**src/fes_map.svh**
```systemverilog
// register-free constants for the flash erase sequencer
`ifndef FES_MAP_SVH
`define FES_MAP_SVH
`define FES_ADDR_W        12
`define FES_DATA_W        16
`define FES_UNLOCK_A1     12'h555
`define FES_UNLOCK_A2     12'h2aa
`define FES_DAT_AA        16'h00aa
`define FES_DAT_55        16'h0055
`define FES_DAT_SETUP     16'h0080
`define FES_DAT_SECTOR    16'h0030
`define FES_DAT_CHIP      16'h0010
`define FES_DAT_SUSPEND   16'h00b0
`define FES_DAT_RESUME    16'h0030
`define FES_ONES          16'hffff
`define FES_SECTORS       16
`define FES_SECT_LSB      8
`define FES_BANKS         4
`define FES_BANK_LSB      10
`define FES_CLK_NS        100
`define FES_WINDOW_US     50
`define FES_WINDOW_CYC    ((`FES_WINDOW_US * 1000 + `FES_CLK_NS - 1) / `FES_CLK_NS)
`define FES_STEP_CYC      4
`define FES_TOGGLE_CYC    2
`endif

```
**src/fes_pkg.sv**
```systemverilog
// types for the flash erase sequencer
package fes_pkg;
    typedef enum logic [2:0]
    {
        FES_SEQ_IDLE  = 3'b000,
        FES_SEQ_U1    = 3'b001,
        FES_SEQ_U2    = 3'b010,
        FES_SEQ_SETUP = 3'b011,
        FES_SEQ_U4    = 3'b100,
        FES_SEQ_U5    = 3'b101
    } fes_seq_t;
    typedef enum logic [2:0]
    {
        FES_OP_READ    = 3'b000,
        FES_OP_WINDOW  = 3'b001,
        FES_OP_PREPROG = 3'b010,
        FES_OP_ERASE   = 3'b011,
        FES_OP_SUSP    = 3'b100
    } fes_op_t;
endpackage

```
**src/fes_top.sv**
```systemverilog
// flash erase command sequencer with small internal array model
// Overview of operation
// - aa@555, 55@2aa, 80@555, aa@555, 55@2aa, 30@sector starts sector erase
// - same five writes then 10@555 starts whole-chip erase
// - device preprograms targets to zero and verifies before erasing
// - erased locations read back as all ones
// - all erase control and timing generated internally
// - acceptance window of at least minimum time from final strobe rise
// - further 30h writes during window queue more sectors, any order
// - command other than 30h or suspend in window abandons erase, bank back to read
// - erase_timer_flag high while preprogram or erase runs after the window; low in window and while suspended
// - on completion bank returns to read, latched sectors released
// - non-erasing banks keep serving array reads
// - reads of erasing bank return progress status bits
// - once erasing, only suspend is acted upon
// - hardware reset stops erase at once; host reissues sequence
// - chip erase ignores every command
// - suspend in window ends window and suspends erase
// - suspend during chip erase has no effect
`timescale 1ns/1ps
`include "fes_map.svh"
module fes_top
    import fes_pkg::*;
#(
    parameter int WINDOW_CYC = `FES_WINDOW_CYC
)
(
    input  wire logic                     clock,
    input  wire logic                     rst_n,
    input  wire logic                     write_strobe_n,
    input  wire logic                     read_strobe_n,
    input  wire logic [`FES_ADDR_W-1:0]   addr,
    input  wire logic [`FES_DATA_W-1:0]   wdata,
    output logic      [`FES_DATA_W-1:0]   rdata,
    output logic                          rdata_valid,
    output logic                          erase_busy,
    output logic                          erase_timer_flag,
    output logic                          erase_suspended
);
    localparam int NS = `FES_SECTORS;
    localparam int SW = $clog2(NS);
    localparam int BW = $clog2(`FES_BANKS);
    localparam int AW = `FES_ADDR_W;
    localparam int DW = `FES_DATA_W;

    // every pin is asynchronous; strobes idle high, bus lines low
    localparam int PW = AW + DW + 2;
    logic [PW-1:0] pins;
    logic [PW-1:0] pins_s;
    assign pins = {wdata, addr, read_strobe_n, write_strobe_n};
    wire logic          we_n_s = pins_s[0];
    wire logic          re_n_s = pins_s[1];
    wire logic [AW-1:0] addr_s = pins_s[2 +: AW];
    wire logic [DW-1:0] data_s = pins_s[AW+2 +: DW];
    genvar gi;
    generate
        for (gi = 0; gi < PW; gi++)
        begin : g_pin
            fes_sync #(.INIT(gi < 2)) u_s
            (
                .clock (clock),
                .rst_n (rst_n),
                .pin   (pins[gi]),
                .level (pins_s[gi])
            );
        end
    endgenerate

    // strobe edges; bus is stable while strobe is low
    logic we_d_reg;
    logic re_d_reg;
    always_ff @(posedge clock)
    begin
        if (!rst_n)
        begin
            we_d_reg <= 1'b1;
            re_d_reg <= 1'b1;
        end
        else
        begin
            we_d_reg <= we_n_s;
            re_d_reg <= re_n_s;
        end
    end
    wire logic          wr_evt = we_n_s & ~we_d_reg;
    wire logic          rd_evt = ~re_n_s & re_d_reg;
    wire logic [SW-1:0] w_sect = addr_s[`FES_SECT_LSB +: SW];
    wire logic [BW-1:0] w_bank = addr_s[`FES_BANK_LSB +: BW];
    wire logic          is_aa1 = addr_s == `FES_UNLOCK_A1
                              && data_s == `FES_DAT_AA;
    wire logic          is_552 = addr_s == `FES_UNLOCK_A2
                              && data_s == `FES_DAT_55;

    fes_seq_t      seq_reg;
    fes_op_t       op_reg;
    logic          chip_reg;
    logic [NS-1:0] sel_reg;
    logic [NS-1:0] zero_reg;
    logic [NS-1:0] ones_reg;
    logic [BW-1:0] bank_reg;
    logic [SW-1:0] step_reg;
    logic          tog_reg;
    logic          tog2_reg;
    wire logic cmd_ok     = wr_evt && seq_reg == FES_SEQ_U5;
    wire logic start_sect = cmd_ok && op_reg == FES_OP_READ
                         && data_s == `FES_DAT_SECTOR;
    wire logic start_chip = cmd_ok && op_reg == FES_OP_READ
                         && addr_s == `FES_UNLOCK_A1
                         && data_s == `FES_DAT_CHIP;

    // command sequence; busy states route writes to op logic instead
    always_ff @(posedge clock)
    begin
        if (!rst_n)
            seq_reg <= FES_SEQ_IDLE;
        else if (wr_evt && (op_reg == FES_OP_READ))
        begin
            case (seq_reg)
                FES_SEQ_IDLE:
                    seq_reg <= is_aa1 ? FES_SEQ_U1 : FES_SEQ_IDLE;
                FES_SEQ_U1:
                    seq_reg <= is_552 ? FES_SEQ_U2 : FES_SEQ_IDLE;
                FES_SEQ_U2:
                    seq_reg <= (addr_s == `FES_UNLOCK_A1
                             && data_s == `FES_DAT_SETUP)
                             ? FES_SEQ_SETUP : FES_SEQ_IDLE;
                FES_SEQ_SETUP:
                    seq_reg <= is_aa1 ? FES_SEQ_U4 : FES_SEQ_IDLE;
                FES_SEQ_U4:
                    seq_reg <= is_552 ? FES_SEQ_U5 : FES_SEQ_IDLE;
                default:
                    seq_reg <= FES_SEQ_IDLE;
            endcase
        end
    end

    // window timer restarts on each accepted sector write
    logic win_load;
    logic win_stop;
    logic win_done;
    logic add_sect;
    logic suspend_cmd;
    assign add_sect    = wr_evt && op_reg == FES_OP_WINDOW
                      && data_s == `FES_DAT_SECTOR;
    assign suspend_cmd = wr_evt && data_s == `FES_DAT_SUSPEND
                      && !chip_reg;
    assign win_load = start_sect || add_sect;
    assign win_stop = op_reg != FES_OP_WINDOW && !start_sect;
    fes_timer #(.WIDTH(32)) u_win
    (
        .clock   (clock),
        .rst_n   (rst_n),
        .load    (win_load),
        .stop    (win_stop),
        .count   (32'(WINDOW_CYC)),
        .running (),
        .done    (win_done)
    );

    // per-sector step timer paces internal preprogram and erase
    logic step_load;
    logic step_run;
    logic step_done;
    fes_timer #(.WIDTH(8)) u_step
    (
        .clock   (clock),
        .rst_n   (rst_n),
        .load    (step_load),
        .stop    (1'b0),
        .count   (8'(`FES_STEP_CYC)),
        .running (step_run),
        .done    (step_done)
    );

    wire logic step_hit = sel_reg[step_reg];
    assign step_load = (op_reg == FES_OP_PREPROG || op_reg == FES_OP_ERASE)
                    && !step_run && !step_done;

    // operation state; reset aborts mid-erase
    always_ff @(posedge clock)
    begin
        if (!rst_n)
        begin
            op_reg   <= FES_OP_READ;
            chip_reg <= 1'b0;
            sel_reg  <= '0;
            bank_reg <= '0;
            step_reg <= '0;
        end
        else
        begin
            case (op_reg)
                FES_OP_READ:
                begin
                    if (start_sect)
                    begin
                        op_reg  <= FES_OP_WINDOW;
                        sel_reg <= NS'(1) << w_sect;
                        bank_reg <= w_bank;
                    end
                    else if (start_chip)
                    begin
                        op_reg   <= FES_OP_PREPROG;
                        chip_reg <= 1'b1;
                        sel_reg  <= '1;
                        step_reg <= '0;
                    end
                end
                FES_OP_WINDOW:
                begin
                    if (add_sect)
                        sel_reg[w_sect] <= 1'b1;
                    else if (suspend_cmd)
                        op_reg <= FES_OP_SUSP;
                    else if (wr_evt)
                    begin
                        op_reg  <= FES_OP_READ;
                        sel_reg <= '0;
                    end
                    else if (win_done)
                    begin
                        op_reg   <= FES_OP_PREPROG;
                        step_reg <= '0;
                    end
                end
                FES_OP_PREPROG, FES_OP_ERASE:
                begin
                    // other commands fall through unused
                    if (suspend_cmd)
                        op_reg <= FES_OP_SUSP;
                    else if (step_done || (!step_hit && !step_run))
                    begin
                        step_reg <= step_reg + 1'b1;
                        if (step_reg == SW'(NS - 1))
                        begin
                            if (op_reg == FES_OP_ERASE)
                            begin
                                op_reg   <= FES_OP_READ;
                                sel_reg  <= '0;
                                chip_reg <= 1'b0;
                            end
                            else
                                op_reg <= FES_OP_ERASE;
                        end
                    end
                end
                FES_OP_SUSP:
                begin
                    if (wr_evt && data_s == `FES_DAT_RESUME)
                        op_reg <= FES_OP_PREPROG;
                end
                default:
                    op_reg <= FES_OP_READ;
            endcase
        end
    end

    // cell contents model: zeroed then verified, then set to ones
    always_ff @(posedge clock)
    begin
        if (!rst_n)
        begin
            zero_reg <= '0;
            ones_reg <= '0;
        end
        else if (step_done && step_hit)
        begin
            if (op_reg == FES_OP_PREPROG)
            begin
                zero_reg[step_reg] <= 1'b1;
                ones_reg[step_reg] <= 1'b0;
            end
            else if (op_reg == FES_OP_ERASE && zero_reg[step_reg])
            begin
                ones_reg[step_reg] <= 1'b1;
                zero_reg[step_reg] <= 1'b0;
            end
        end
    end

    wire logic busy         = op_reg != FES_OP_READ;
    wire logic erasing_bank = busy && (chip_reg || w_bank == bank_reg);
    always_ff @(posedge clock)
    begin
        if (!rst_n)
        begin
            tog_reg  <= 1'b0;
            tog2_reg <= 1'b0;
        end
        else if (rd_evt && erasing_bank)
        begin
            if (op_reg != FES_OP_SUSP)
                tog_reg <= ~tog_reg;
            if (sel_reg[w_sect])
                tog2_reg <= ~tog2_reg;
        end
    end

    // read path; unprogrammed cells show a neutral pattern
    always_ff @(posedge clock)
    begin
        if (!rst_n)
        begin
            rdata       <= '0;
            rdata_valid <= 1'b0;
        end
        else
        begin
            rdata_valid <= rd_evt;
            if (rd_evt && erasing_bank)
                rdata <= {8'h00, 1'b0, tog_reg, 2'b00,
                          erase_timer_flag, tog2_reg, 2'b00};
            else if (rd_evt)
                rdata <= ones_reg[w_sect] ? `FES_ONES
                       : zero_reg[w_sect] ? 16'h0000
                       : 16'h5a5a;
        end
    end

    always_ff @(posedge clock)
    begin
        if (!rst_n)
        begin
            erase_busy       <= 1'b0;
            erase_timer_flag <= 1'b0;
            erase_suspended  <= 1'b0;
        end
        else
        begin
            erase_busy       <= busy;
            erase_timer_flag <= op_reg == FES_OP_PREPROG
                             || op_reg == FES_OP_ERASE;
            erase_suspended  <= op_reg == FES_OP_SUSP;
        end
    end
endmodule

```
**src/fes_sync.sv**
```systemverilog
// two flip-flop synchroniser for one pin level
`timescale 1ns/1ps
module fes_sync
#(
    parameter logic INIT = 1'b1
)
(
    input  wire logic clock,
    input  wire logic rst_n,
    input  wire logic pin,
    output logic      level
);
    logic meta_reg;
    always_ff @(posedge clock)
    begin
        if (!rst_n)
        begin
            meta_reg <= INIT;
            level    <= INIT;
        end
        else
        begin
            meta_reg <= pin;
            level    <= meta_reg;
        end
    end
endmodule

```
**src/fes_timer.sv**
```systemverilog
// loadable down counter, done pulses when it reaches zero
`timescale 1ns/1ps
module fes_timer
#(
    parameter int WIDTH = 16
)
(
    input  wire logic             clock,
    input  wire logic             rst_n,
    input  wire logic             load,
    input  wire logic             stop,
    input  wire logic [WIDTH-1:0] count,
    output logic                  running,
    output logic                  done
);
    logic [WIDTH-1:0] cnt_reg;
    always_ff @(posedge clock)
    begin
        if (!rst_n || stop)
        begin
            cnt_reg <= '0;
            running <= 1'b0;
            done    <= 1'b0;
        end
        else if (load)
        begin
            cnt_reg <= count;
            running <= 1'b1;
            done    <= 1'b0;
        end
        else if (running)
        begin
            cnt_reg <= cnt_reg - 1'b1;
            done    <= (cnt_reg == {{(WIDTH-1){1'b0}}, 1'b1});
            running <= (cnt_reg != {{(WIDTH-1){1'b0}}, 1'b1});
        end
        else
        begin
            done <= 1'b0;
        end
    end
endmodule

```
**config.mk**
```make
export PLATFORM = sky130hd
export DESIGN_NAME = fes_top
export DESIGN_NICKNAME = d
export VERILOG_FILES = /design/src/fes_pkg.sv /design/src/fes_top.sv /design/src/fes_sync.sv /design/src/fes_timer.sv
export VERILOG_INCLUDE_DIRS = /design/src
export SDC_FILE = /design/constraint.sdc
export NUM_CORES = 1
export LEC_CHECK = 0
export CELL_PAD_IN_SITES_DETAIL_PLACEMENT = 1
export CELL_PAD_IN_SITES_GLOBAL_PLACEMENT = 1
export CORE_ASPECT_RATIO = 0.9
export CORE_UTILIZATION = 45
export DETAILED_ROUTE_END_ITERATION = 12
export DONT_BUFFER_PORTS = 1
export PLACE_DENSITY = 0.84
export SETUP_SLACK_MARGIN = 0.02
export SLEW_MARGIN = 20
export SYNTH_ARGS = -nofsm -noshare
export SYNTH_HDL_FRONTEND = slang
export SYNTH_HIERARCHICAL = 1
export SYNTH_SLANG_ARGS = --single-unit
```
**constraint.sdc**
```tcl
create_clock -name clock -period 2.3 [get_ports clock]
set_input_delay 0.46 -clock clock [delete_from_list [all_inputs] [get_ports clock]]
set_output_delay 0.46 -clock clock [all_outputs]
set_load 0.05 [all_outputs]
```
======== After elaboration in Yosys (flattened, before gate mapping) ========
Cells that the tools add are included.
operators by class
  $add $sub $neg .......................... 3
  shifts and indexed selects .............. 1
  magnitude comparators ................... 4
  equality and inequality tests ........... 42
  muxes and demuxes ....................... 74
  bitwise operators ....................... 15
  reductions and logical operators ........ 58
operator list
  operator                                                                count
  16-bit two-way mux                                                      14
  16-bit by 8-bit equality test with 1-bit output, second input constant  3
  16-bit bitwise OR                                                       3
  16-bit case mux with 3 select lines                                     1
  3-bit two-way mux                                                       14
  16-bit AND                                                              2
  32-bit by 1-bit equality test with 1-bit output, second input constant  1
  4-bit two-way mux                                                       8
  32-bit by 1-bit != test with 1-bit output, second input constant        1
  32-bit by 1-bit subtractor with 32-bit output, second input constant    1
  1-bit logical AND                                                       24
  1-bit binary-select mux with 4-bit select                               5
  2-bit != test, second input constant                                    10
  1-bit two-way mux                                                       18
  9-bit two-way mux                                                       2
  3-bit != test, second input constant                                    6
  16-bit by 5-bit equality test with 1-bit output, second input constant  1
  16-bit by 6-bit equality test with 1-bit output, second input constant  1
  16-bit by 7-bit equality test with 1-bit output, second input constant  1
  16-bit inverter                                                         1
  1-bit by 4-bit left shift with 16-bit output, first input constant      1
  15-bit two-way mux                                                      1
  3-bit case mux with 5 select lines                                      1
  7-bit two-way mux                                                       2
  other kinds (35)                                                        75
word-level totals
  input bits .............................. 32
  logic and storage cells ................. 283
  output and inout port bits .............. 20
  bits in registers ....................... 189

======== Longest topological paths before layout ========
Gate-level depths: netlist (run 1).
  depth after elaboration ................. 9
  gate-level depth with buffers ........... 12
  depth with buffers taken out ............ 8

======== Hierarchy ========
Netlist (run 1), hierarchy kept.
modules (own cells, without submodules)
  module               cells each  times used  seq. area each (µm²)  area an instance (µm²)
  fes_top              519         1           1481.4                4558.1
  fes_timer at u_win   230         1           680.7                 1880.6
  fes_sync             4           30          40.0                  52.6
  fes_timer at u_step  64          1           200.2                 550.5

======== Worst setup path after synthesis (run 1) ========
Ideal clock, no wire load.
  path type ............................... reg2reg
  from .................................... reg g_pin[23].u_s.level
  to ...................................... reg sel_reg[15]
  slack ................................... -117 ps
  cell stages (with the launch flop) ...... 8
  data required time ...................... 2228 ps
  clock period less this slack ............ 2417 ps
  arrival ................................. 2345 ps
  buffers on the path ..................... 1
  library setup time ...................... 72 ps
  cell sequence ........................... dfxtp_1 > or4_4 > nor4_4 > a22o_2 > a21oi_2 > nor4_4 > buf_6 > mux2i_1
on the way
  word-level cells in the longest chain between the ends .. 5
  elaborated cells between the ends (all ways) .. 16
  classes of those cells .................. eq/ne: 7; mux: 3; reduce/logical: 6
RTL lines
  element                                                    line            text
  start, declared                                            fes_sync.sv:11  output logic level
  start signal, assigned                                     fes_sync.sv:24  level <= meta_reg;
  16-bit by 8-bit equality test with 1-bit output (no line)  n/a
  1-bit logical AND (no line)                                n/a
  1-bit logical AND                                          fes_top.sv:145  assign suspend_cmd = wr_evt && data_s == `FES_DAT_SUSPEND
  3-bit != test (no line) or 2-bit != test (tied branches)   n/a
  8-bit AND reduction (no line)                              n/a
  end signal, assigned                                       fes_top.sv:198  sel_reg <= NS'(1) << w_sect;
  end, declared                                              fes_top.sv:97   logic [NS-1:0] sel_reg;
Several ways; a longest one is shown, not always the timed one.
A chain may end at the register's enable or synchronous reset.

======== Final worst setup path (run 1) ========
  from .................................... reg g_pin[27].u_s.level
  to ...................................... reg sel_reg[3]
on the way
  word-level cells in the longest chain between the ends .. 5
  elaborated cells between the ends (all ways) .. 16
  classes of those cells .................. eq/ne: 7; mux: 3; reduce/logical: 6
RTL lines
  element                                                    line
  start, declared                                            fes_sync.sv:11
  start signal, assigned                                     fes_sync.sv:24
  16-bit by 8-bit equality test with 1-bit output (no line)  n/a
  1-bit logical AND (no line)                                n/a
  1-bit logical AND                                          fes_top.sv:145
  3-bit != test (no line) or 2-bit != test (tied branches)   n/a
  8-bit AND reduction (no line)                              n/a
Several ways; a longest one is shown, not always the timed one.

==> results of run 1 <==
Yosys cell counts, drive strengths merged (3+ instances only):
library cell / number
nor3: 29
o22ai: 17
nor4b: 3
dfxtp: 178
xor2: 14
nor2b: 7
o31ai: 3
nand2b: 19
nand4: 20
or4bb: 3
nor2: 75
o211ai: 4
a31oi: 6
mux2i: 53
nor3b: 7
mux4: 22
inv: 18
clkbuf: 36
o221a: 4
or3: 11
nand3: 32
a21oi: 47
o21ai: 41
buf: 26
xnor2: 23
a21o: 3
nor4: 24
and2: 59
a211oi: 6
nand2: 79
or4: 15
ha: 8
or2: 6
worst min path at each step:
stage | start | endpoint | slack (ns) | cells past startpoint
final | rst_n | g_pin[1].u_s/level$_SDFF_PN1_ | 0.09 | 1
after global routing | rst_n | g_pin[1].u_s/level$_SDFF_PN1_ | 0.07 | 1
after CTS | rst_n | g_pin[1].u_s/level$_SDFF_PN1_ | 0.08 | 1
after detailed placement | g_pin[1].u_s/meta_reg$_SDFF_PN1_ | g_pin[1].u_s/level$_SDFF_PN1_ | 0.39 | 1
after global placement | g_pin[1].u_s/meta_reg$_SDFF_PN1_ | g_pin[1].u_s/level$_SDFF_PN1_ | 0.39 | 1
after floorplan | g_pin[0].u_s/meta_reg$_SDFF_PN1_ | g_pin[0].u_s/level$_SDFF_PN1_ | 0.39 | 1
cells by family (layout without fill, tap and decap cells):
kind of cell	count (synthesis)	after routing	synth area share (%)
adders and majority gates	8	8	1.17
and+or+nand+nor	405	405	26.4
muxes	76	76	12.1
DFF	178	178	41.6
buffers and inverters	81	110	4.29
AOI/OAI and AO/OA	146	146	10.5
xor gates and xnor gates	37	37	3.78
other	2	43	0.0877
through the flow:
| step | utilization (%) | hold slack (ns) | total power [W] | cell area (µm²) |
|---|---|---|---|---|
| 5_1_grt | 54.7 | 0.0740 | 0.00668 | 10100 |
| 3_5_place_dp | 49.9 | 0.395 | 0.00342 | 9250 |
| 6_report | 54.7 | 0.0882 | 0.00645 | 10100 |
| 2_1_floorplan | - | 0.386 | 0.00339 | 8750 |
| 3_3_place_gp | 49.9 | 0.387 | 0.00341 | 9250 |
| 4_1_cts | 53.9 | 0.0789 | 0.00648 | 9980 |
placed cells by master (no fill, tap or decap), types with 8 or more instances in the layout:
master                        n
sky130_fd_sc_hd__or4_1        9
sky130_fd_sc_hd__dfxtp_1    172
sky130_fd_sc_hd__mux4_2      22
sky130_fd_sc_hd__mux2i_1     53
sky130_fd_sc_hd__conb_1      43
sky130_fd_sc_hd__nand4_1     20
sky130_fd_sc_hd__clkbuf_16   17
sky130_fd_sc_hd__o22ai_1     17
sky130_fd_sc_hd__o21ai_1     11
sky130_fd_sc_hd__nor4_1      12
sky130_fd_sc_hd__nor2_1      67
sky130_fd_sc_hd__inv_1       18
sky130_fd_sc_hd__nand2b_1    16
sky130_fd_sc_hd__a21oi_1     44
sky130_fd_sc_hd__o21ai_0     29
sky130_fd_sc_hd__nand3_1     32
sky130_fd_sc_hd__ha_1         8
sky130_fd_sc_hd__xnor2_1     23
sky130_fd_sc_hd__buf_4       51
sky130_fd_sc_hd__nand2_1     79
sky130_fd_sc_hd__nor3_1      26
sky130_fd_sc_hd__and2_1      59
sky130_fd_sc_hd__xor2_1      14
where the power goes:
part / switching, W / internal (W) / total [W]
logic: 0.000104 / 0.0000862 / 0.000190
registers: 0.0000547 / 0.00313 / 0.00318
clock network: 0.00155 / 0.00153 / 0.00308
critical path, stage by stage, from the launching register on:
cell	delay (ns)
sky130_fd_sc_hd__dfxtp_1	0.31
sky130_fd_sc_hd__or4_4	0.57
sky130_fd_sc_hd__and4b_1	0.34
sky130_fd_sc_hd__buf_4	0.15
sky130_fd_sc_hd__a22o_2	0.14
sky130_fd_sc_hd__a21oi_2	0.08
sky130_fd_sc_hd__nor4_4	0.19
sky130_fd_sc_hd__buf_12	0.22
sky130_fd_sc_hd__mux2i_1	0.24
per-layer routing:
layer | global-route usage [%] | vias to the layer above
met4 | 7.62 | 0
met3 | 4.86 | 46
met5 | 0 | -
li1 | - | 3412
met2 | 43.1 | 146
met1 | 29.7 | 3543
repair_timing:
| action | in CTS | in global routing |
|---|---|---|
| hold buffers | 0 | 0 |
| setup buffers | 1 | 3 |
| resized for setup | 20 | 39 |
| setup endpoints to repair | 84 | 82 |
| pin swaps | 3 | 6 |
final cells by class:
class | instances | area, µm²
multi-input combinational | 715 | 5000
tap | 245 | 307
timing repair buffer | 59 | 526
inverter | 19 | 71.3
clock buffer | 17 | 425
sequential | 178 | 3580
clock inverter | 15 | 214
fill | 2072 | 8400
==> results_tabular.tex, run 1 <==
\begin{tabular}{lr}
\hline
Metric & Value \\
\hline
\multicolumn{2}{l}{\textbf{Run status}} \\
Run status & finished, violations left \\
Violated checks & negative setup slack \\
\multicolumn{2}{l}{\textbf{Timing}} \\
Setup Skew & 0.0173 ns \\
Transition time of the tightest slew-check pin & 0.848 ns \\
Final Hold Viols & 0 \\
Worst slew margin relative to its limit & 43.5\% \\
Endpoints failing setup & 7 \\
Setup repair after global routing missed its margin & true \\
Top achievable clock speed & 428 MHz \\
Final Critical Period & 2.34 ns \\
Final Max Slew Viols & 0 \\
Setup slack after layout & -0.0368 ns \\
Total negative setup slack & -0.116 ns \\
Period Utilization, post-route & 102\% \\
\multicolumn{2}{l}{\textbf{Min path}} \\
Min-Delay Path Class & in -> reg \\
\multicolumn{2}{l}{\textbf{Global routing}} \\
Remaining global-route overflow & 0 \\
First-pass GRT wire length & 38.4 mm \\
Initial antenna violation count & 0 \\
Overall track demand over capacity in global routing & 24.4\% \\
Vias in the first global route & 7,561 \\
Pin count of the biggest net entering global routing & 146 \\
\multicolumn{2}{l}{\textbf{Floorplanning}} \\
Total Die Area & 19,600 µm² \\
Initial Utilization & 46.2\% \\
\# rows & 47 \\
Vertical die dimension & 133 µm \\
I/O pin count & 52 \\
Chip Width & 147 µm \\
Area of the core region & 18,500 µm² \\
\multicolumn{2}{l}{\textbf{Drt}} \\
Number of nets still failing antenna checks after routing & 0 \\
Detailed router's first-iteration violation count & 357 \\
Via total after detailed routing & 7,147 \\
Highest metal layer used by the detailed router & met4 \\
Met2 Routed Length & 11.9 mm \\
Sum of routed wire length over all layers & 23.3 mm \\
DRC violations left & 0 \\
Average wire per cell in the routed design & 18.7 µm \\
Vias per cell & 5.73 \\
Length of the first detailed-routing pass in iterations & 6 \\
Total met3 wirelength after detailed routing & 739 µm \\
Post-Route M1 WL & 10.2 mm \\
\multicolumn{2}{l}{\textbf{Placement}} \\
Detailed placement HPWL & 14.9 mm \\
Cells after DPL & 1,212 \\
Pre-CTS setup slack & -0.196 ns \\
Placer congestion estimate & 0.856 \\
Count of port buffers added during placement & 0 \\
\multicolumn{2}{l}{\textbf{CTS}} \\
Clock transition at the registers of the reported paths & 0.08 ns \\
Number of levels in the clock H-tree & 4 \\
Largest buffer count on any clock path & 2 \\
Total CTS buffers & 17 \\
Sink Count & 178 \\
Root Buffer Master & sky130\_fd\_sc\_hd\_\_clkbuf\_16 \\
Clock tree from TritonCTS & yes \\
Clock network latency to the later pin of the worst-skew pair & 0.45 ns \\
\multicolumn{2}{l}{\textbf{Final layout}} \\
Final Instance Count excl. Fillers & 1,248 \\
Share of post-route cells with drive strength above 1 & 18.3\% \\
Final net count & 1,030 \\
Post-synthesis to final-layout area growth & 18.2\% \\
Final antenna diode count & 0 \\
\multicolumn{2}{l}{\textbf{Flow run}} \\
Maximum capacitance violations & 0 \\
\multicolumn{2}{l}{\textbf{Synth}} \\
Netlist cell types & 72 \\
Async set or reset register ratio after synthesis & 0\% \\
Total standard cell area after synthesis & 8570 µm² \\
Area share of the largest cell type after synthesis & 41.6\% \\
Sequential area share after synthesis & 41.6\% \\
Post-Synthesis Cells & 933 \\
Top cell type by total area after synthesis & sky130\_fd\_sc\_hd\_\_dfxtp\_1 \\
Most frequently used flop master after synthesis & sky130\_fd\_sc\_hd\_\_dfxtp\_1 \\
EDFF count, synth & 0 \\
Average footprint of a synthesized cell & 9.18 µm² \\
Number of warning messages in the yosys log & 6 \\
Leading cell types by total area after synthesis & sky130\_fd\_sc\_hd\_\_dfxtp\_1 42\%, sky130\_fd\_sc\_hd\_\_mux2i\_1 6.2\%, sky130\_fd\_sc\_hd\_\_mux4\_2 5.8\%, sky130\_fd\_sc\_hd\_\_and2\_1 4.3\%, sky130\_fd\_sc\_hd\_\_nand2\_1 3.5\% \\
Yosys reg bits & 178 \\
\multicolumn{2}{l}{\textbf{Power and ir drop}} \\
Pwr per Cell Area & 637 nW/µm² \\
Maximum VDD drop & 0.432 mV \\
Leakage power & 3.78 nW \\
\multicolumn{2}{l}{\textbf{Setup path}} \\
CP required & 2.65 ns \\
Critical path origin & g\_pin[27].u\_s/level\$\_SDFF\_PN0\_ \\
Worst reg2reg path depth & 8 \\
WS Path Type & reg -> reg \\
CP endpoint kind & register \\
Endpoint of the worst-slack reg-to-reg timing path & sel\_reg[3]\$\_SDFFE\_PN0P\_ \\
Last element of the critical path & sel\_reg[3]\$\_SDFFE\_PN0P\_ \\
Reg-to-reg critical path startpoint & g\_pin[27].u\_s/level\$\_SDFF\_PN0\_ \\
Arrival time reported for the critical path endpoint & 2.69 ns \\
Startpoint type of the worst setup path & register \\
Register-to-register setup slack & -0.04 ns \\
Top fanout value on the critical path & 16 \\
\hline
\end{tabular}
No activity file was read; power rests on OpenSTA's default activity.
==> run 2, diff against run 1 <==
ABC_AREA = 1   (was unset)
CORE_UTILIZATION = 41   (was 45)
PLACE_DENSITY = 0.83   (was 0.84)
==> results_tabular.tex, run 2 <==
\begin{tabular}{lr}
\hline
Metric & Value \\
\hline
\multicolumn{2}{l}{\textbf{Timing}} \\
Top achievable clock speed & 449 MHz \\
Period Utilization, post-route & 96.8\% \\
Worst slew margin relative to its limit & 42.8\% \\
Setup Skew & 0.0186 ns \\
Endpoints failing setup & 0 \\
Transition time of the tightest slew-check pin & 0.859 ns \\
Final Critical Period & 2.23 ns \\
Final Max Slew Viols & 0 \\
Final Hold Viols & 0 \\
\multicolumn{2}{l}{\textbf{Power and ir drop}} \\
Pwr per Cell Area & 937 nW/µm² \\
Maximum VDD drop & 0.499 mV \\
Total Power & 0.0103 W \\
Leakage power & 5.18 nW \\
\multicolumn{2}{l}{\textbf{Synth}} \\
Most repeated cell in the gate-level netlist after synthesis & sky130\_fd\_sc\_hd\_\_nand2\_1 \\
Post-Synthesis Cells & 1,437 \\
Share of cell area taken by muxes after synthesis & 0\% \\
Netlist cell types & 47 \\
Top cell type by total area after synthesis & sky130\_fd\_sc\_hd\_\_dfxtp\_1 \\
Commonest cells in the synthesized netlist & 370 x sky130\_fd\_sc\_hd\_\_nand2\_1, 232 x sky130\_fd\_sc\_hd\_\_nor2\_1, 188 x sky130\_fd\_sc\_hd\_\_inv\_1, 178 x sky130\_fd\_sc\_hd\_\_dfxtp\_1, 77 x sky130\_fd\_sc\_hd\_\_a21oi\_1 \\
Sequential area share after synthesis & 37.6\% \\
Area share of the largest cell type after synthesis & 37.6\% \\
Combinational family with the most area after synthesis & simple AND/OR/NAND/NOR gates \\
Yosys reg bits & 178 \\
Total standard cell area after synthesis & 9480 µm² \\
Average footprint of a synthesized cell & 6.60 µm² \\
Share of the synthesized netlist area taken by xor and xnor gates & 0.924\% \\
Fraction of the mapped netlist area in adder cells & 1.06\% \\
Compound-Gate Fraction of Synth Area & 13.7\% \\
Synthesized-area fraction occupied by and/or/nand/nor cells & 34.8\% \\
Number of warning messages in the yosys log & 6 \\
EDFF count, synth & 0 \\
Most frequently used flop master after synthesis & sky130\_fd\_sc\_hd\_\_dfxtp\_1 \\
Async set or reset register ratio after synthesis & 0\% \\
Leading cell types by total area after synthesis & sky130\_fd\_sc\_hd\_\_dfxtp\_1 38\%, sky130\_fd\_sc\_hd\_\_nand2\_1 15\%, sky130\_fd\_sc\_hd\_\_nor2\_1 9.2\%, sky130\_fd\_sc\_hd\_\_inv\_1 7.4\%, sky130\_fd\_sc\_hd\_\_a21oi\_1 4.1\% \\
\multicolumn{2}{l}{\textbf{Final layout}} \\
Final Instance Count excl. Fillers & 1,809 \\
Share of the core filled with cells & 48.5\% \\
Most common cell after layout, fill and taps aside & sky130\_fd\_sc\_hd\_\_nand2\_1 \\
Filler Cell Count & 2,983 \\
Share of post-route cells with drive strength above 1 & 11.6\% \\
Final antenna diode count & 0 \\
Final net count & 1,539 \\
Top library cells by usage in the layout, fill and taps aside & 367 x sky130\_fd\_sc\_hd\_\_nand2\_1, 226 x sky130\_fd\_sc\_hd\_\_nor2\_1, 188 x sky130\_fd\_sc\_hd\_\_inv\_1 \\
Post-synthesis to final-layout area growth & 15.4\% \\
\multicolumn{2}{l}{\textbf{Floorplanning}} \\
Vertical die dimension & 146 µm \\
Area of the core region & 22,600 µm² \\
\# rows & 52 \\
Total Die Area & 23,700 µm² \\
Chip Width & 162 µm \\
Initial Utilization & 42.0\% \\
I/O pin count & 52 \\
\multicolumn{2}{l}{\textbf{CTS}} \\
Number of levels in the clock H-tree & 4 \\
Total of hold buffers inserted after clock tree synthesis & 0 \\
Clock transition at the registers of the reported paths & 0.09 ns \\
Sink Count & 178 \\
Total CTS buffers & 17 \\
Root Buffer Master & sky130\_fd\_sc\_hd\_\_clkbuf\_16 \\
Largest buffer count on any clock path & 2 \\
Clock network latency to the later pin of the worst-skew pair & 0.46 ns \\
Clock tree from TritonCTS & yes \\
\multicolumn{2}{l}{\textbf{Setup path}} \\
WS Path Type & reg -> reg \\
Startpoint type of the worst setup path & register \\
Crit path cell chain & inv\_2 -> nor2\_2 -> inv\_1 -> nor2\_2 -> nand2\_4 -> buf\_4 -> nor2\_8 -> inv\_8 -> nand3\_4 -> nand3\_4 -> nor2\_4 -> clkbuf\_16 -> nand2\_1 -> nand2\_1 -> nor2\_1 \\
CP required & 2.64 ns \\
CP endpoint kind & register \\
Max stage delay on crit path & 0.40 ns \\
Arrival time reported for the critical path endpoint & 2.57 ns \\
Crit-path slowest cell & sky130\_fd\_sc\_hd\_\_dfxtp\_1 \\
Top fanout value on the critical path & 16 \\
\multicolumn{2}{l}{\textbf{Min path}} \\
Min-Delay Path Class & in -> reg \\
\multicolumn{2}{l}{\textbf{Drt}} \\
Sum of routed wire length over all layers & 29.5 mm \\
Length of the first detailed-routing pass in iterations & 7 \\
Detailed router's first-iteration violation count & 588 \\
Number of nets still failing antenna checks after routing & 0 \\
Via total after detailed routing & 9,529 \\
Average wire per cell in the routed design & 16.3 µm \\
Vias per cell & 5.27 \\
DRC violations left & 0 \\
\multicolumn{2}{l}{\textbf{Global routing}} \\
Initial antenna violation count & 0 \\
First-pass GRT wire length & 47.6 mm \\
Remaining global-route overflow & 0 \\
Vias in the first global route & 9,592 \\
Pin count of the biggest net entering global routing & 103 \\
Overall track demand over capacity in global routing & 24.8\% \\
\multicolumn{2}{l}{\textbf{Placement}} \\
Cells after DPL & 1,765 \\
Detailed placement HPWL & 19.8 mm \\
Count of port buffers added during placement & 0 \\
Placer congestion estimate & 0.891 \\
\multicolumn{2}{l}{\textbf{Flow run}} \\
Maximum capacitance violations & 0 \\
\multicolumn{2}{l}{\textbf{Run status}} \\
Run status & finished, final reports clean \\
\hline
\end{tabular}
## run 2: worst paths after layout
path / startpoint / end / slack [ns] / cells after the start
max: seq_reg[0]$_SDFFE_PN0P_ / sel_reg[2]$_SDFFE_PN0P_ / 0.07 / 15
min reg2reg: g_pin[25].u_s/meta_reg$_SDFF_PN0_ / g_pin[25].u_s/level$_SDFF_PN0_ / 0.41 / 2
min: rst_n / g_pin[0].u_s/meta_reg$_SDFF_PN1_ / 0.08 / 1
max reg2reg: seq_reg[0]$_SDFFE_PN0P_ / sel_reg[2]$_SDFFE_PN0P_ / 0.07 / 15
## run 2: what timing repair did
| item | CTS | global route |
|---|---|---|
| endpoints found under the setup margin | 30 | 52 |
| hold endpoints to repair | 0 | 0 |
| pin swaps | 0 | 7 |
| buffers inserted | 0 | 8 |
| gates resized for setup | 4 | 20 |
| gates cloned | 0 | 4 |
## run 2: cell families after synthesis
logic type / count (synthesis)
AO/OA/AOI/OAI: 216
XOR/XNOR: 10
adder cells (fa/ha/maj): 8
buffers and inverters: 262
flip-flops: 178
other: 2
AND/OR/NAND/NOR: 761
## run 2: area by class of cell
type	instances	area [µm²]	area share, %
inverter	209	797	7.28
sequential	178	3580	32.7
multi-input combinational	1037	5030	46.0
tap	297	372	3.40
clock inverter	15	219	2.00
clock buffer	17	425	3.89
timing repair buffer	56	526	4.80
## run 2: metrics by stage
stage	setup TNS (ns)	cell area, µm²	hold WS [ns]	setup slack [ns]
6_report	0	10900	0.0768	0.0731
5_1_grt	-0.200	10900	0.0703	-0.0521
4_1_cts	0	10700	0.0624	0.0234
3_5_place_dp	-0.109	10100	0.397	-0.0515
3_3_place_gp	-0.693	10100	0.385	-0.0949
2_1_floorplan	0	9630	0.380	0.418
## run 2: critical path: cells and delay by family (launching register included)
family / cells / cell delay (ns)
simple gates: 10 / 1.12
buf+inv: 5 / 0.59
flops: 1 / 0.40
## run 2: power by group
group | total (W) | switching, W | internal [W]
sequential | 0.00375 | 0.000385 | 0.00337
combinational | 0.00339 | 0.00213 | 0.00125
clock | 0.00311 | 0.00159 | 0.00152
total | 0.0103 | 0.00411 | 0.00614
## run 2: per-layer routing
metal	up-vias	routed length [µm]	track usage [%]
li1	4639	-	-
met1	4652	13000	30.4
met2	181	14800	44.1
met3	57	1010	3.49
met4	0	667	8.54
met5	-	0	0
==> run 3, diff against run 2 <==
CORE_ASPECT_RATIO = 0.5   (was 0.9)
==> results_tabular.tex, run 3 (synthesized netlist as in run 2, its figures left out) <==
\begin{tabular}{lr}
\hline
Metric & Value \\
\hline
\multicolumn{2}{l}{\textbf{CTS}} \\
Number of levels in the clock H-tree & 4 \\
Clock network latency to the later pin of the worst-skew pair & 0.45 ns \\
Sink Count & 178 \\
Clock tree from TritonCTS & yes \\
Total CTS buffers & 17 \\
Root Buffer Master & sky130\_fd\_sc\_hd\_\_clkbuf\_16 \\
Total of hold buffers inserted after clock tree synthesis & 0 \\
Clock transition at the registers of the reported paths & 0.07 ns \\
Largest buffer count on any clock path & 2 \\
\multicolumn{2}{l}{\textbf{Timing}} \\
Setup slack after layout & 0.118 ns \\
Final Hold Viols & 0 \\
Setup repair after global routing missed its margin & true \\
Worst slew margin relative to its limit & 43.9\% \\
Endpoints failing setup & 0 \\
Period Utilization, post-route & 94.9\% \\
Final Max Slew Viols & 0 \\
Transition time of the tightest slew-check pin & 0.841 ns \\
Setup Skew & 0.0110 ns \\
Total negative setup slack & 0 ns \\
Top achievable clock speed & 458 MHz \\
Final Critical Period & 2.18 ns \\
\multicolumn{2}{l}{\textbf{Floorplanning}} \\
Total Die Area & 23,800 µm² \\
Area of the core region & 22,200 µm² \\
Vertical die dimension & 110 µm \\
Chip Width & 217 µm \\
Initial Utilization & 42.8\% \\
\# rows & 38 \\
I/O pin count & 52 \\
\multicolumn{2}{l}{\textbf{Final layout}} \\
Area occupied by multi-input gates & 4980 µm² \\
Top library cells by usage in the layout, fill and taps aside & 370 x sky130\_fd\_sc\_hd\_\_nand2\_1, 231 x sky130\_fd\_sc\_hd\_\_nor2\_1, 188 x sky130\_fd\_sc\_hd\_\_inv\_1 \\
Final antenna diode count & 0 \\
Final cell area excluding filler cells & 10,600 µm² \\
Final Instance Count excl. Fillers & 1,786 \\
Sequential Area & 3570 µm² \\
Post-synthesis to final-layout area growth & 11.6\% \\
Most common cell after layout, fill and taps aside & sky130\_fd\_sc\_hd\_\_nand2\_1 \\
Share of post-route cells with drive strength above 1 & 9.42\% \\
Filler Cell Count & 2,967 \\
Final net count & 1,513 \\
\multicolumn{2}{l}{\textbf{Drt}} \\
Average wire per cell in the routed design & 15.8 µm \\
Vias per cell & 5.26 \\
DRC violations left & 0 \\
Via total after detailed routing & 9,387 \\
Sum of routed wire length over all layers & 28.3 mm \\
Number of nets still failing antenna checks after routing & 0 \\
Length of the first detailed-routing pass in iterations & 5 \\
Detailed router's first-iteration violation count & 478 \\
\multicolumn{2}{l}{\textbf{Flow run}} \\
Maximum capacitance violations & 0 \\
\multicolumn{2}{l}{\textbf{Global routing}} \\
M2 GR Usage & 45.0\% \\
Remaining global-route overflow & 0 \\
Global-route layer with the greatest usage & met2 \\
Met1 track utilization from global routing & 29.9\% \\
Pin count of the biggest net entering global routing & 103 \\
Initial antenna violation count & 0 \\
Overall track demand over capacity in global routing & 24.9\% \\
Fraction of met3 tracks used by global routing & 4.92\% \\
First-pass GRT wire length & 47.3 mm \\
Vias in the first global route & 9,781 \\
\multicolumn{2}{l}{\textbf{Power and ir drop}} \\
Maximum VDD drop & 0.412 mV \\
Pwr per Cell Area & 913 nW/µm² \\
Leakage power & 5.00 nW \\
\multicolumn{2}{l}{\textbf{Placement}} \\
Cells after DPL & 1,750 \\
Detailed placement HPWL & 20.2 mm \\
Placer congestion estimate & 0.896 \\
Count of port buffers added during placement & 0 \\
Pre-CTS setup slack & 0.0793 ns \\
Placement Cell Area & 9950 µm² \\
\multicolumn{2}{l}{\textbf{Setup path}} \\
CP required & 2.65 ns \\
Register-to-register setup slack & 0.12 ns \\
Startpoint type of the worst setup path & register \\
CP endpoint kind & register \\
Critical path origin & g\_pin[25].u\_s/level\$\_SDFF\_PN0\_ \\
Reg-to-reg critical path startpoint & g\_pin[25].u\_s/level\$\_SDFF\_PN0\_ \\
Arrival time reported for the critical path endpoint & 2.53 ns \\
Endpoint of the worst-slack reg-to-reg timing path & u\_win/cnt\_reg[1]\$\_SDFFE\_PP0P\_ \\
WS Path Type & reg -> reg \\
Top fanout value on the critical path & 32 \\
Last element of the critical path & u\_win/cnt\_reg[1]\$\_SDFFE\_PP0P\_ \\
Worst reg2reg path depth & 13 \\
\multicolumn{2}{l}{\textbf{Min path}} \\
Cells on Worst Hold Path & 2 \\
Min-Delay Path Class & in -> reg \\
\multicolumn{2}{l}{\textbf{Run status}} \\
Run status & finished, final reports clean \\
\hline
\end{tabular}
-- run 3: stage by stage --
step	utilization, %	power [W]	hold WS [ns]
after floorplan	-	0.00599	0.380
after global placement	44.9	0.00649	0.393
after detailed placement	44.9	0.00668	0.396
after CTS	47.6	0.00968	0.0748
after global routing	47.8	0.0102	0.0876
final	47.8	0.00966	0.105
-- run 3: metal layers --
| metal | share of wire, % | wire length (µm) | vias up |
|---|---|---|---|
| met5 | 0 | 0 | - |
| met4 | 1.5 | 432 | 0 |
| met3 | 3.2 | 899 | 35 |
| met2 | 49 | 13900 | 160 |
| met1 | 46 | 13000 | 4612 |
| li1 | - | - | 4580 |
-- run 3: worst min path at each step --
stage | endpoint | slack (ns) | from
after floorplan | g_pin[0].u_s/level$_SDFF_PN1_ | 0.38 | g_pin[0].u_s/meta_reg$_SDFF_PN1_
after CTS | g_pin[0].u_s/level$_SDFF_PN1_ | 0.07 | rst_n
after global routing | g_pin[0].u_s/level$_SDFF_PN1_ | 0.09 | rst_n
after detailed placement | g_pin[1].u_s/level$_SDFF_PN1_ | 0.40 | g_pin[1].u_s/meta_reg$_SDFF_PN1_
after global placement | g_pin[27].u_s/level$_SDFF_PN0_ | 0.39 | g_pin[27].u_s/meta_reg$_SDFF_PN0_
final | g_pin[5].u_s/meta_reg$_SDFF_PN0_ | 0.10 | addr[3]
-- run 3: area by class of cell --
class | instances | share of cell area [%]
multi-input cells | 1036 | 47.0
flip-flops and latches | 178 | 33.8
inverters | 209 | 7.45
clock buffers | 18 | 4.15
well taps | 300 | 3.55
repair buffers | 31 | 2.67
clock inverters | 14 | 1.42
-- run 3: power breakdown --
part | internal, W | total (W) | switching [W]
registers | 0.00337 | 0.00373 | 0.000368
logic | 0.00101 | 0.00293 | 0.00192
clock network | 0.00164 | 0.00300 | 0.00136
-- run 3: worst max-delay path, stage by stage, from the launching register on --
cell and delay, ns:
sky130_fd_sc_hd__dfxtp_1 0.30, sky130_fd_sc_hd__nor2_1 0.10, sky130_fd_sc_hd__nand2_1 0.10, sky130_fd_sc_hd__nor2_4 0.20, sky130_fd_sc_hd__nand4_1 0.23, sky130_fd_sc_hd__nor2_1 0.19, sky130_fd_sc_hd__nand2_1 0.10, sky130_fd_sc_hd__o21ai_2 0.14
sky130_fd_sc_hd__nor2_2 0.09, sky130_fd_sc_hd__buf_12 0.18, sky130_fd_sc_hd__inv_1 0.10, sky130_fd_sc_hd__o21ai_0 0.08, sky130_fd_sc_hd__o21ai_0 0.18, sky130_fd_sc_hd__inv_1 0.06
-- run 3: repair_timing --
item,4_1_cts,5_1_grt
resized for setup,0,5
buffers inserted,0,4
endpoints found under the setup margin,0,24
